<file path="config.mk">
export PLATFORM = sky130hd
export DESIGN_NAME = mifd_cfg_top
export DESIGN_NICKNAME = d
export VERILOG_FILES = /design/src/shared/mifd_pkg.sv /design/src/verilog/mifd_cfg_top.sv
export VERILOG_INCLUDE_DIRS = /design/src /design/src/shared
export SDC_FILE = /design/constraint.sdc
export NUM_CORES = 1
export LEC_CHECK = 0
export ABC_CLOCK_PERIOD_IN_PS = 2250
export BUFFER_PORTS_ARGS = -buffer_cell sky130_fd_sc_hd__buf_2
export CORE_AREA = 10 10 142 79
export DETAILED_ROUTE_END_ITERATION = 8
export DIE_AREA = 0 0 152 89
export GPL_TIMING_DRIVEN = 0
export PLACE_DENSITY = 0.52
export SLEW_MARGIN = 20
export SYNTH_ARGS = -nofsm -noshare
export SYNTH_HDL_FRONTEND = slang
export SYNTH_SLANG_ARGS = --single-unit
</file>
<file path="constraint.sdc">
create_clock -name MCLK -period 2.25 [get_ports MCLK]
set_input_delay 0.5625 -clock MCLK [delete_from_list [all_inputs] [get_ports MCLK]]
set_output_delay 0.5625 -clock MCLK [all_outputs]
set_load 0.05 [all_outputs]
</file>
<file path="src/shared/mifd_cfg.svh">
/*
  register offsets, field positions, reset values and timing counts of the
  monitor interrupt-mode and fan divisor configuration block.
  assumes it is included by bare name wherever these values are needed.
*/
`ifndef MIFD_CFG_SVH
`define MIFD_CFG_SVH

// register offsets on the serial management register port
`define MIFD_ADDR_STAT2 8'h02
`define MIFD_ADDR_FANDIV 8'h05
`define MIFD_ADDR_MASK2 8'h44

// reset values
`define MIFD_MASK2_RST 8'h00
`define MIFD_STAT2_RST 8'h00
`define MIFD_FANDIV_HI_RST 4'h5
`define MIFD_FANDIV_LO_RST 4'h0

// second status and mask register fields
`define MIFD_B_HOT 0
`define MIFD_B_FAN_A 2
`define MIFD_B_FAN_B 3
`define MIFD_B_OT 5
`define MIFD_B_HOT_MODE 6
`define MIFD_B_OT_MODE 7
`define MIFD_STAT2_IMPL 8'h2d

// fan divisor register fields
`define MIFD_B_MODE_A 0
`define MIFD_B_LVL_POL 2
`define MIFD_B_DIV_A 2
`define MIFD_B_OS_EN 6
`define MIFD_B_RST_EN 7

// cycles after reset release before the voltage id straps are captured
`define MIFD_STRAP_WAIT 2'h3

`endif

</file>
<file path="src/shared/mifd_pkg.sv">
/*
  types of the monitor interrupt-mode and fan divisor configuration block.
  assumes nothing of its surroundings.
*/
package mifd_pkg;

  // use of the shared reset / overtemperature output pin
  typedef enum logic [1:0] {
    PIN_OFF,
    PIN_OVERTEMP,
    PIN_RESET
  } mifd_pin_e;

  // prescaler setting of one tachometer input
  typedef logic [1:0] mifd_div_t;

endpackage

</file>
<file path="src/verilog/mifd_cfg_top.sv">
/*
  interrupt-mode, masking and fan divisor configuration of a hardware monitor:
  second mask register, second status register (hot, fan, overtemperature
  bits), fan divisor / shared pin register, tachometer prescalers and the
  shared reset / overtemperature open-drain pin.
  assumes the serial management front end hands over decoded register
  accesses as one-cycle strobes on MCLK, and that the conversion datapath
  delivers comparison results and a conversion-done pulse on MCLK.
*/
`timescale 1ns/1ps
`include "mifd_cfg.svh"

module mifd_cfg_top (
  input wire logic MCLK,               // 40 MHz monitor clock
  input wire logic RST_N,              // async reset, active low
  input wire logic [7:0] REG_ADDR,     // register address
  input wire logic REG_WR,             // write strobe, one cycle
  input wire logic REG_RD,             // read strobe, one cycle
  input wire logic [7:0] REG_WDATA,    // write data
  output logic [7:0] REG_RDATA,        // read data, valid cycle after strobe
  input wire logic CONV_DONE,          // conversion completed, one cycle
  input wire logic HOT_ABOVE,          // temperature above hot limit
  input wire logic HOT_BELOW,          // temperature below hot hysteresis
  input wire logic OT_ABOVE,           // temperature above overtemp limit
  input wire logic OT_BELOW,           // temperature below overtemp hysteresis
  input wire logic FAN_A_LIMIT,        // first fan count limit exceeded, pulse
  input wire logic FAN_B_LIMIT,        // second fan count limit exceeded, pulse
  input wire logic TACH_INPUT_A,       // first fan pin, asynchronous
  input wire logic TACH_INPUT_B,       // second fan pin, asynchronous
  input wire logic [3:0] VOLTAGE_ID_INPUTS, // voltage id straps, asynchronous
  input wire logic RST_OUT_REQ,        // reset pulse request from monitor logic
  output logic INT_N,                  // interrupt output, active low
  output logic TACH_TICK_A,            // prescaled first fan edge, pulse
  output logic TACH_TICK_B,            // prescaled second fan edge, pulse
  output logic SHARED_PIN_OUT,         // shared pin level when driven
  output logic SHARED_PIN_OE,          // shared pin pulled low while high
  output logic [1:0] SHARED_PIN_MODE   // 0 off, 1 overtemp, 2 reset
);

  logic [7:0] mask2_q, mask2_d;
  logic [7:0] stat2_q, stat2_d;
  logic [7:0] fandiv_q, fandiv_d;
  logic [7:0] rdata_q, rdata_d;
  logic int_n_q, int_n_d;
  logic [3:0] vid_lvl;
  logic [1:0] strap_cnt_q, strap_cnt_d;
  logic strap_done_q, strap_done_d;
  logic pin_oe_q, pin_oe_d;
  mifd_pkg::mifd_pin_e pin_mode_q, pin_mode_d;
  logic [1:0] fan_set;
  logic [1:0] fan_tick;
  logic [1:0] temp_set;
  logic [1:0] tach_pin;
  logic [1:0] fan_limit;
  logic [1:0] cmp_above;
  logic [1:0] cmp_below;
  logic [1:0] temp_mode;
  logic stat_rd;
  logic [7:0] set_vec;

  assign tach_pin = {TACH_INPUT_B, TACH_INPUT_A};
  assign fan_limit = {FAN_B_LIMIT, FAN_A_LIMIT};
  assign cmp_above = {OT_ABOVE, HOT_ABOVE};
  assign cmp_below = {OT_BELOW, HOT_BELOW};
  assign temp_mode = {mask2_q[`MIFD_B_OT_MODE], mask2_q[`MIFD_B_HOT_MODE]};
  assign stat_rd = REG_RD && (REG_ADDR == `MIFD_ADDR_STAT2);

  // voltage id straps: three-flop synchroniser and agree filter per bit
  for (genvar v = 0; v < 4; v++) begin : g_vid
    logic [2:0] sync_q, sync_d;
    logic lvl_q, lvl_d;

    // shift the strap in; level follows once second and third stage agree
    always_comb begin
      sync_d = {sync_q[1:0], VOLTAGE_ID_INPUTS[v]};
      lvl_d = lvl_q;
      if (sync_q[1] == sync_q[2]) begin
        lvl_d = sync_q[2];
      end
    end

    // strap synchroniser and filter flip-flops
    always_ff @(posedge MCLK or negedge RST_N) begin
      if (!RST_N) begin
        sync_q <= 3'h0;
        lvl_q <= 1'b0;
      end else begin
        sync_q <= sync_d;
        lvl_q <= lvl_d;
      end
    end

    // next filtered value, so a load on the fourth edge sees the settled strap
    assign vid_lvl[v] = lvl_d;
  end

  // tachometer inputs: synchroniser, level filter, mode and prescaler
  for (genvar f = 0; f < 2; f++) begin : g_fan
    logic [2:0] sync_q, sync_d;
    logic lvl_q, lvl_d;
    logic [2:0] edge_q, edge_d;
    logic tick_q, tick_d;
    logic level_mode;
    logic [2:0] wrap;
    mifd_pkg::mifd_div_t div;

    assign level_mode = fandiv_q[`MIFD_B_MODE_A + f];
    assign div = fandiv_q[`MIFD_B_DIV_A + 2 * f +: 2];

    // next sync, filtered level, edge count and tick
    always_comb begin
      sync_d = {sync_q[1:0], tach_pin[f]};
      lvl_d = lvl_q;
      edge_d = edge_q;
      tick_d = 1'b0;
      unique case (div)
        2'h0: wrap = 3'h0;
        2'h1: wrap = 3'h1;
        2'h2: wrap = 3'h3;
        2'h3: wrap = 3'h7;
      endcase
      // change counts once second and third stage agree
      if (sync_q[1] == sync_q[2]) begin
        lvl_d = sync_q[2];
      end
      // count mode: one tick per 1, 2, 4 or 8 rising edges
      if (!level_mode && lvl_d && !lvl_q) begin
        if (edge_q >= wrap) begin
          edge_d = 3'h0;
          tick_d = 1'b1;
        end else begin
          edge_d = edge_q + 3'h1;
        end
      end
      if (level_mode) begin
        edge_d = 3'h0;
      end
    end

    // fan synchroniser, filter, counter and tick flip-flops
    always_ff @(posedge MCLK or negedge RST_N) begin
      if (!RST_N) begin
        sync_q <= 3'h0;
        lvl_q <= 1'b0;
        edge_q <= 3'h0;
        tick_q <= 1'b0;
      end else begin
        sync_q <= sync_d;
        lvl_q <= lvl_d;
        edge_q <= edge_d;
        tick_q <= tick_d;
      end
    end

    // level mode: active low when polarity bit set, else active high
    assign fan_set[f] = level_mode ? (lvl_q ^ fandiv_q[`MIFD_B_LVL_POL])
                                   : fan_limit[f];
    assign fan_tick[f] = tick_q;
  end

  // temperature channels: 0 hot, 1 overtemperature
  for (genvar t = 0; t < 2; t++) begin : g_temp
    logic alarm_q, alarm_d;

    // alarm region entered above limit, left below hysteresis
    always_comb begin
      alarm_d = alarm_q;
      if (CONV_DONE) begin
        if (!alarm_q && cmp_above[t]) begin
          alarm_d = 1'b1;
        end else if (alarm_q && cmp_below[t]) begin
          alarm_d = 1'b0;
        end
      end
    end

    // alarm region flip-flop
    always_ff @(posedge MCLK or negedge RST_N) begin
      if (!RST_N) begin
        alarm_q <= 1'b0;
      end else begin
        alarm_q <= alarm_d;
      end
    end

    // default: every conversion inside alarm; one-time: on crossings only
    assign temp_set[t] = CONV_DONE && (temp_mode[t] ? (alarm_d != alarm_q)
                                                    : alarm_d);
  end

  assign set_vec = {2'b00, temp_set[1], 1'b0, fan_set[1], fan_set[0], 1'b0, temp_set[0]};

  // next status, interrupt and read data
  always_comb begin
    stat2_d = stat2_q;
    if (stat_rd) begin
      stat2_d = `MIFD_STAT2_RST;
    end
    stat2_d = (stat2_d | set_vec) & `MIFD_STAT2_IMPL; // set wins over read clear
    int_n_d = ~|(stat2_q & ~mask2_q);
    rdata_d = rdata_q;
    if (REG_RD) begin
      unique case (REG_ADDR)
        `MIFD_ADDR_STAT2: rdata_d = stat2_q;
        `MIFD_ADDR_FANDIV: rdata_d = fandiv_q;
        `MIFD_ADDR_MASK2: rdata_d = mask2_q;
        default: rdata_d = 8'h00;
      endcase
    end
  end

  // next shared pin use and drive; reset mode wins when both bits are set
  always_comb begin
    if (fandiv_q[`MIFD_B_RST_EN]) begin
      pin_mode_d = mifd_pkg::PIN_RESET;
      pin_oe_d = RST_OUT_REQ;
    end else if (fandiv_q[`MIFD_B_OS_EN]) begin
      pin_mode_d = mifd_pkg::PIN_OVERTEMP;
      pin_oe_d = stat2_q[`MIFD_B_OT];
    end else begin
      pin_mode_d = mifd_pkg::PIN_OFF;
      pin_oe_d = 1'b0;
    end
  end

  // shared pin flip-flops, pin released during reset
  always_ff @(posedge MCLK or negedge RST_N) begin
    if (!RST_N) begin
      pin_oe_q <= 1'b0;
      pin_mode_q <= mifd_pkg::PIN_OFF;
    end else begin
      pin_oe_q <= pin_oe_d;
      pin_mode_q <= pin_mode_d;
    end
  end

  // next writable registers and strap capture
  always_comb begin
    mask2_d = mask2_q;
    fandiv_d = fandiv_q;
    strap_cnt_d = strap_cnt_q;
    strap_done_d = strap_done_q;
    if (!strap_done_q) begin
      if (strap_cnt_q == `MIFD_STRAP_WAIT) begin
        fandiv_d[3:0] = vid_lvl;
        strap_done_d = 1'b1;
      end else begin
        strap_cnt_d = strap_cnt_q + 2'h1;
      end
    end
    if (REG_WR && (REG_ADDR == `MIFD_ADDR_MASK2)) begin
      mask2_d = REG_WDATA;
    end
    if (REG_WR && (REG_ADDR == `MIFD_ADDR_FANDIV)) begin
      fandiv_d = REG_WDATA;
      strap_done_d = 1'b1; // software value is not overwritten by straps
    end
  end

  // register everything
  always_ff @(posedge MCLK or negedge RST_N) begin
    if (!RST_N) begin
      mask2_q <= `MIFD_MASK2_RST;
      stat2_q <= `MIFD_STAT2_RST;
      fandiv_q <= {`MIFD_FANDIV_HI_RST, `MIFD_FANDIV_LO_RST};
      rdata_q <= 8'h00;
      int_n_q <= 1'b1;
      strap_cnt_q <= 2'h0;
      strap_done_q <= 1'b0;
    end else begin
      mask2_q <= mask2_d;
      stat2_q <= stat2_d;
      fandiv_q <= fandiv_d;
      rdata_q <= rdata_d;
      int_n_q <= int_n_d;
      strap_cnt_q <= strap_cnt_d;
      strap_done_q <= strap_done_d;
    end
  end

  // outputs straight from flip-flops, except the shared pin level, which is tied low
  assign REG_RDATA = rdata_q;
  assign INT_N = int_n_q;
  assign TACH_TICK_A = fan_tick[0];
  assign TACH_TICK_B = fan_tick[1];
  assign SHARED_PIN_OUT = 1'b0; // open drain: only ever pulls low
  assign SHARED_PIN_OE = pin_oe_q;
  assign SHARED_PIN_MODE = pin_mode_q;

endmodule

</file>
==> key figures <==
Critical path
  • Reg-to-reg endpoint: g_fan[0].edge_q[2]$_DFFE_PN0P_
  • Nature of the critical path startpoint: flop
  • Critical path type: flop to flop
  • Crit. Startpoint: fandiv_q[2]$_DFFE_PN0P_
  • Reg2Reg Launch Point: fandiv_q[2]$_DFFE_PN0P_
  • Crit path arrival time: 2.10 ns
  • Crit Path Max Fanout: 6
  • CP required: 2.52 ns
  • FF-to-FF path depth: 6
  • Reg2Reg Setup Slack: 0.42 ns
  • Worst Setup End Kind: flop

Pwr
  • Combinational power share: 6.8%
  • Clk pwr share: 45.8%
  • Pint: 2.13 mW
  • Max VDD drop: 396 uV
  • Pwr dens: 780 nW/um^2
  • Net Sw Frac: 24.3%
  • Seq pwr share: 47.4%
  • Static leakage: 1.67 nW
  • Sw Pwr: 0.684 mW

Yosys
  • Post-Synth XOR/XNOR Area: 1.50%
  • Synth Area in Compound Gates: 12.6%
  • Synth warn: 0
  • Sequential element share of the synthesized area: 59.4%
  • Top FF cell, synth: dfrtp_1
  • Synth Area in Simple Gates: 9.84%
  • Most frequent cell after synthesis: dfrtp_1
  • EDFF count, synth: 0
  • Adder-Cell Fraction of Synth Area: 5.24%
  • Top cells by area, synth: dfrtp_1, mux2_2, ha_1
  • Mapped Nets: 281
  • Cell taking the most area after synthesis: dfrtp_1
  • Synth top area share: 56.7%
  • Synth Cell Area: 2910 um^2
  • Distinct cells, synth: 40
  • Asr flop ratio synth: 100%
  • Synthesized area per cell: 12.2 um^2
  • Mux share of post-synthesis cell area: 7.17%
  • Largest family of logic cells by synthesized area: compound AO/OA/AOI/OAI gates
  • Synth top cells by count: dfrtp_1, inv_1, nand2_1, mux2_2, o21ai_0
  • Mapped Cells: 238
  • Yosys reg bits: 69

CTS
  • CTS tree: built
  • Worst-skew pair later-pin latency: 0.33 ns
  • Clk slew on worst S/H paths: 0.06 ns
  • CTS resizes: 0
  • Post-CTS Hold Buffers: 0
  • Setup bufs post-CTS: 0
  • CTS Buf Count: 9
  • Clock Path Buffers: 2
  • CTS Sinks: 69
  • Root buffer cell: clkbuf_16
  • H-tree Lvls: 3

Routing
  • Final WL: 6250 um
  • Remaining antenna violation count: 0
  • Vias after detailed routing: 1890
  • Vias per cell: 4.47
  • First drt pass iteration count: 4
  • DRT iter0 DRCs: 76
  • Routed wire per std cell: 14.8 um
  • DRC: 0

Finish
  • Core Util, Final: 40.3%
  • Fillers: 892
  • Share of cells above drive strength 1: 30.8%
  • N_diodes: 0
  • Nets: 340
  • Area Overhead vs Synth: 23.8%

GRT
  • Initial antenna violation count: 0
  • First-pass GRT wire length: 10300 um
  • Largest net degree at the start of global routing: 54
  • Global route overflow: 0
  • Vias in the first global route: 1907
  • Total GRT Usage: 9.76%

Floorplan
  • Core Box Area: 8950 um^2
  • Die Width: 152 um
  • Ports: 49
  • Starting Density: 32.6%
  • Height of the die: 89 um
  • # rows: 25
  • Die area: 13500 um^2

STA
  • TNS Setup: 0 ns
  • Final Skew: 0.00409 ns
  • Tcrit/Tclk final: 81.3%
  • RSZ-0062 raised after global routing: no
  • Max_slew headroom: 62.0%
  • Final setup fails: 0
  • Fin. max-slew vios: 0
  • Fmax: 0.547 GHz
  • Post-layout minimum cycle time: 1.83 ns
  • Slew @ Worst Pin: 0.563 ns
  • Hold Violations, Final: 0

Outcome
  • Status: complete, no violations

Place
  • Gpl congestion: 0.785
  • IO buf count: 47
  • DPL Wire Length: 4650 um

Run
  • MaxCap Viol Count: 0

Min path
  • Class of the worst hold path: primary input to async pin
-- per-layer routing --
metal  up-vias  share of wire, %  track usage (%)
met4         0              0.98             3.91
met3         9               4.6             3.84
li1        956                 -                -
met2        43                36             12.0
met1       882                58             14.3
met5         -                 0                0
-- through the flow --
step / worst slack [ns] / std cells / hold WS, ns / area [um^2] / power (mW)
after global placement: 0.226 / 406 / 0.332 / 3300 / 1.54
after CTS: 0.413 / 423 / 0.0949 / 3610 / 2.85
after global routing: 0.237 / 423 / 0.103 / 3610 / 2.93
final: 0.422 / 423 / 0.0955 / 3610 / 2.81
after floorplan: 0.559 / 238 / 0.267 / 2910 / 1.45
after detailed placement: 0.225 / 407 / 0.335 / 3330 / 1.55
-- worst max-delay path, cell delays in order, from the launching register on --
cell and delay, ns:
dfrtp_1 0.48, or2_2 0.31, ha_1 0.27, nor2b_1 0.18
o211ai_1 0.19, nor3b_1 0.24, a21o_1 0.10
-- cells in the final DEF (no fill, tap or decap), types with 9 or more instances in the layout --
| cell | netlist | layout |
|---|---|---|
| inv_1 | 19 | 19 |
| ha_1 | 9 | 9 |
| a21oi_1 | 9 | 9 |
| buf_2 | 2 | 48 |
| nand2_1 | 17 | 17 |
| dfrtp_1 | 66 | 66 |
| clkbuf_16 | 0 | 9 |
| a22o_1 | 11 | 11 |
| mux2_2 | 15 | 15 |
| o21ai_0 | 13 | 13 |
-- area by class of cell --
| type | instances | area (um^2) | share of cell area (%) |
|---|---|---|---|
| sequential | 69 | 1730 | 48.0 |
| clock buffer | 9 | 225 | 6.25 |
| tap | 121 | 151 | 4.20 |
| clock inverter | 7 | 51.3 | 1.42 |
| multi-input combinational | 143 | 1060 | 29.5 |
| buffer | 7 | 47.5 | 1.32 |
| inverter | 19 | 71.3 | 1.98 |
| timing repair buffer | 48 | 265 | 7.36 |
-- cells by family after synthesis --
kind of cell,after synthesis
flops,69
compound gates,55
simple gates,50
buf+inv,26
mux,19
fa+ha+maj,13
xor+xnor,5
other cells,1
-- worst max path at each step --
stage                                                end  cells after the start
after floorplan                   mask2_q[0]$_DFFE_PN0P_                      5
after global placement      g_vid[2].sync_q[0]$_DFF_PN0_                      1
after detailed placement         fandiv_q[6]$_DFFE_PN1P_                      5
after CTS                 g_fan[0].edge_q[2]$_DFFE_PN0P_                      6
after global routing      g_fan[0].edge_q[2]$_DFFE_PN0P_                      6
final                     g_fan[0].edge_q[2]$_DFFE_PN0P_                      6
-- power groups by stage --
| stage | Clock [mW] | Sequential, mW | Combinational [mW] |
|---|---|---|---|
| 4_1_cts | 1.32 | 1.33 | 0.196 |
| 2_1_floorplan | 0 | 1.35 | 0.0926 |
| 5_1_grt | 1.37 | 1.34 | 0.217 |
| 6_report | 1.29 | 1.33 | 0.192 |
| 3_3_place_gp | 0 | 1.35 | 0.186 |
| 3_5_place_dp | 0 | 1.35 | 0.195 |
-- state kept, by name (all words and copies together) (netlist names), 2 cells and up --
| register | flops |
|---|---|
| fandiv_q | 8 |
| g_fan.lvl_q | 2 |
| strap_cnt_q | 2 |
| g_vid.lvl_q | 4 |
| REG_RDATA | 8 |
| mask2_q | 8 |
| SHARED_PIN_MODE | 2 |
| stat2_q | 4 |
| g_fan.sync_q | 6 |
| g_fan.edge_q | 6 |
| g_vid.sync_q | 12 |
| g_temp.alarm_q | 2 |
Note: power is estimated with default switching activity, not from simulation.
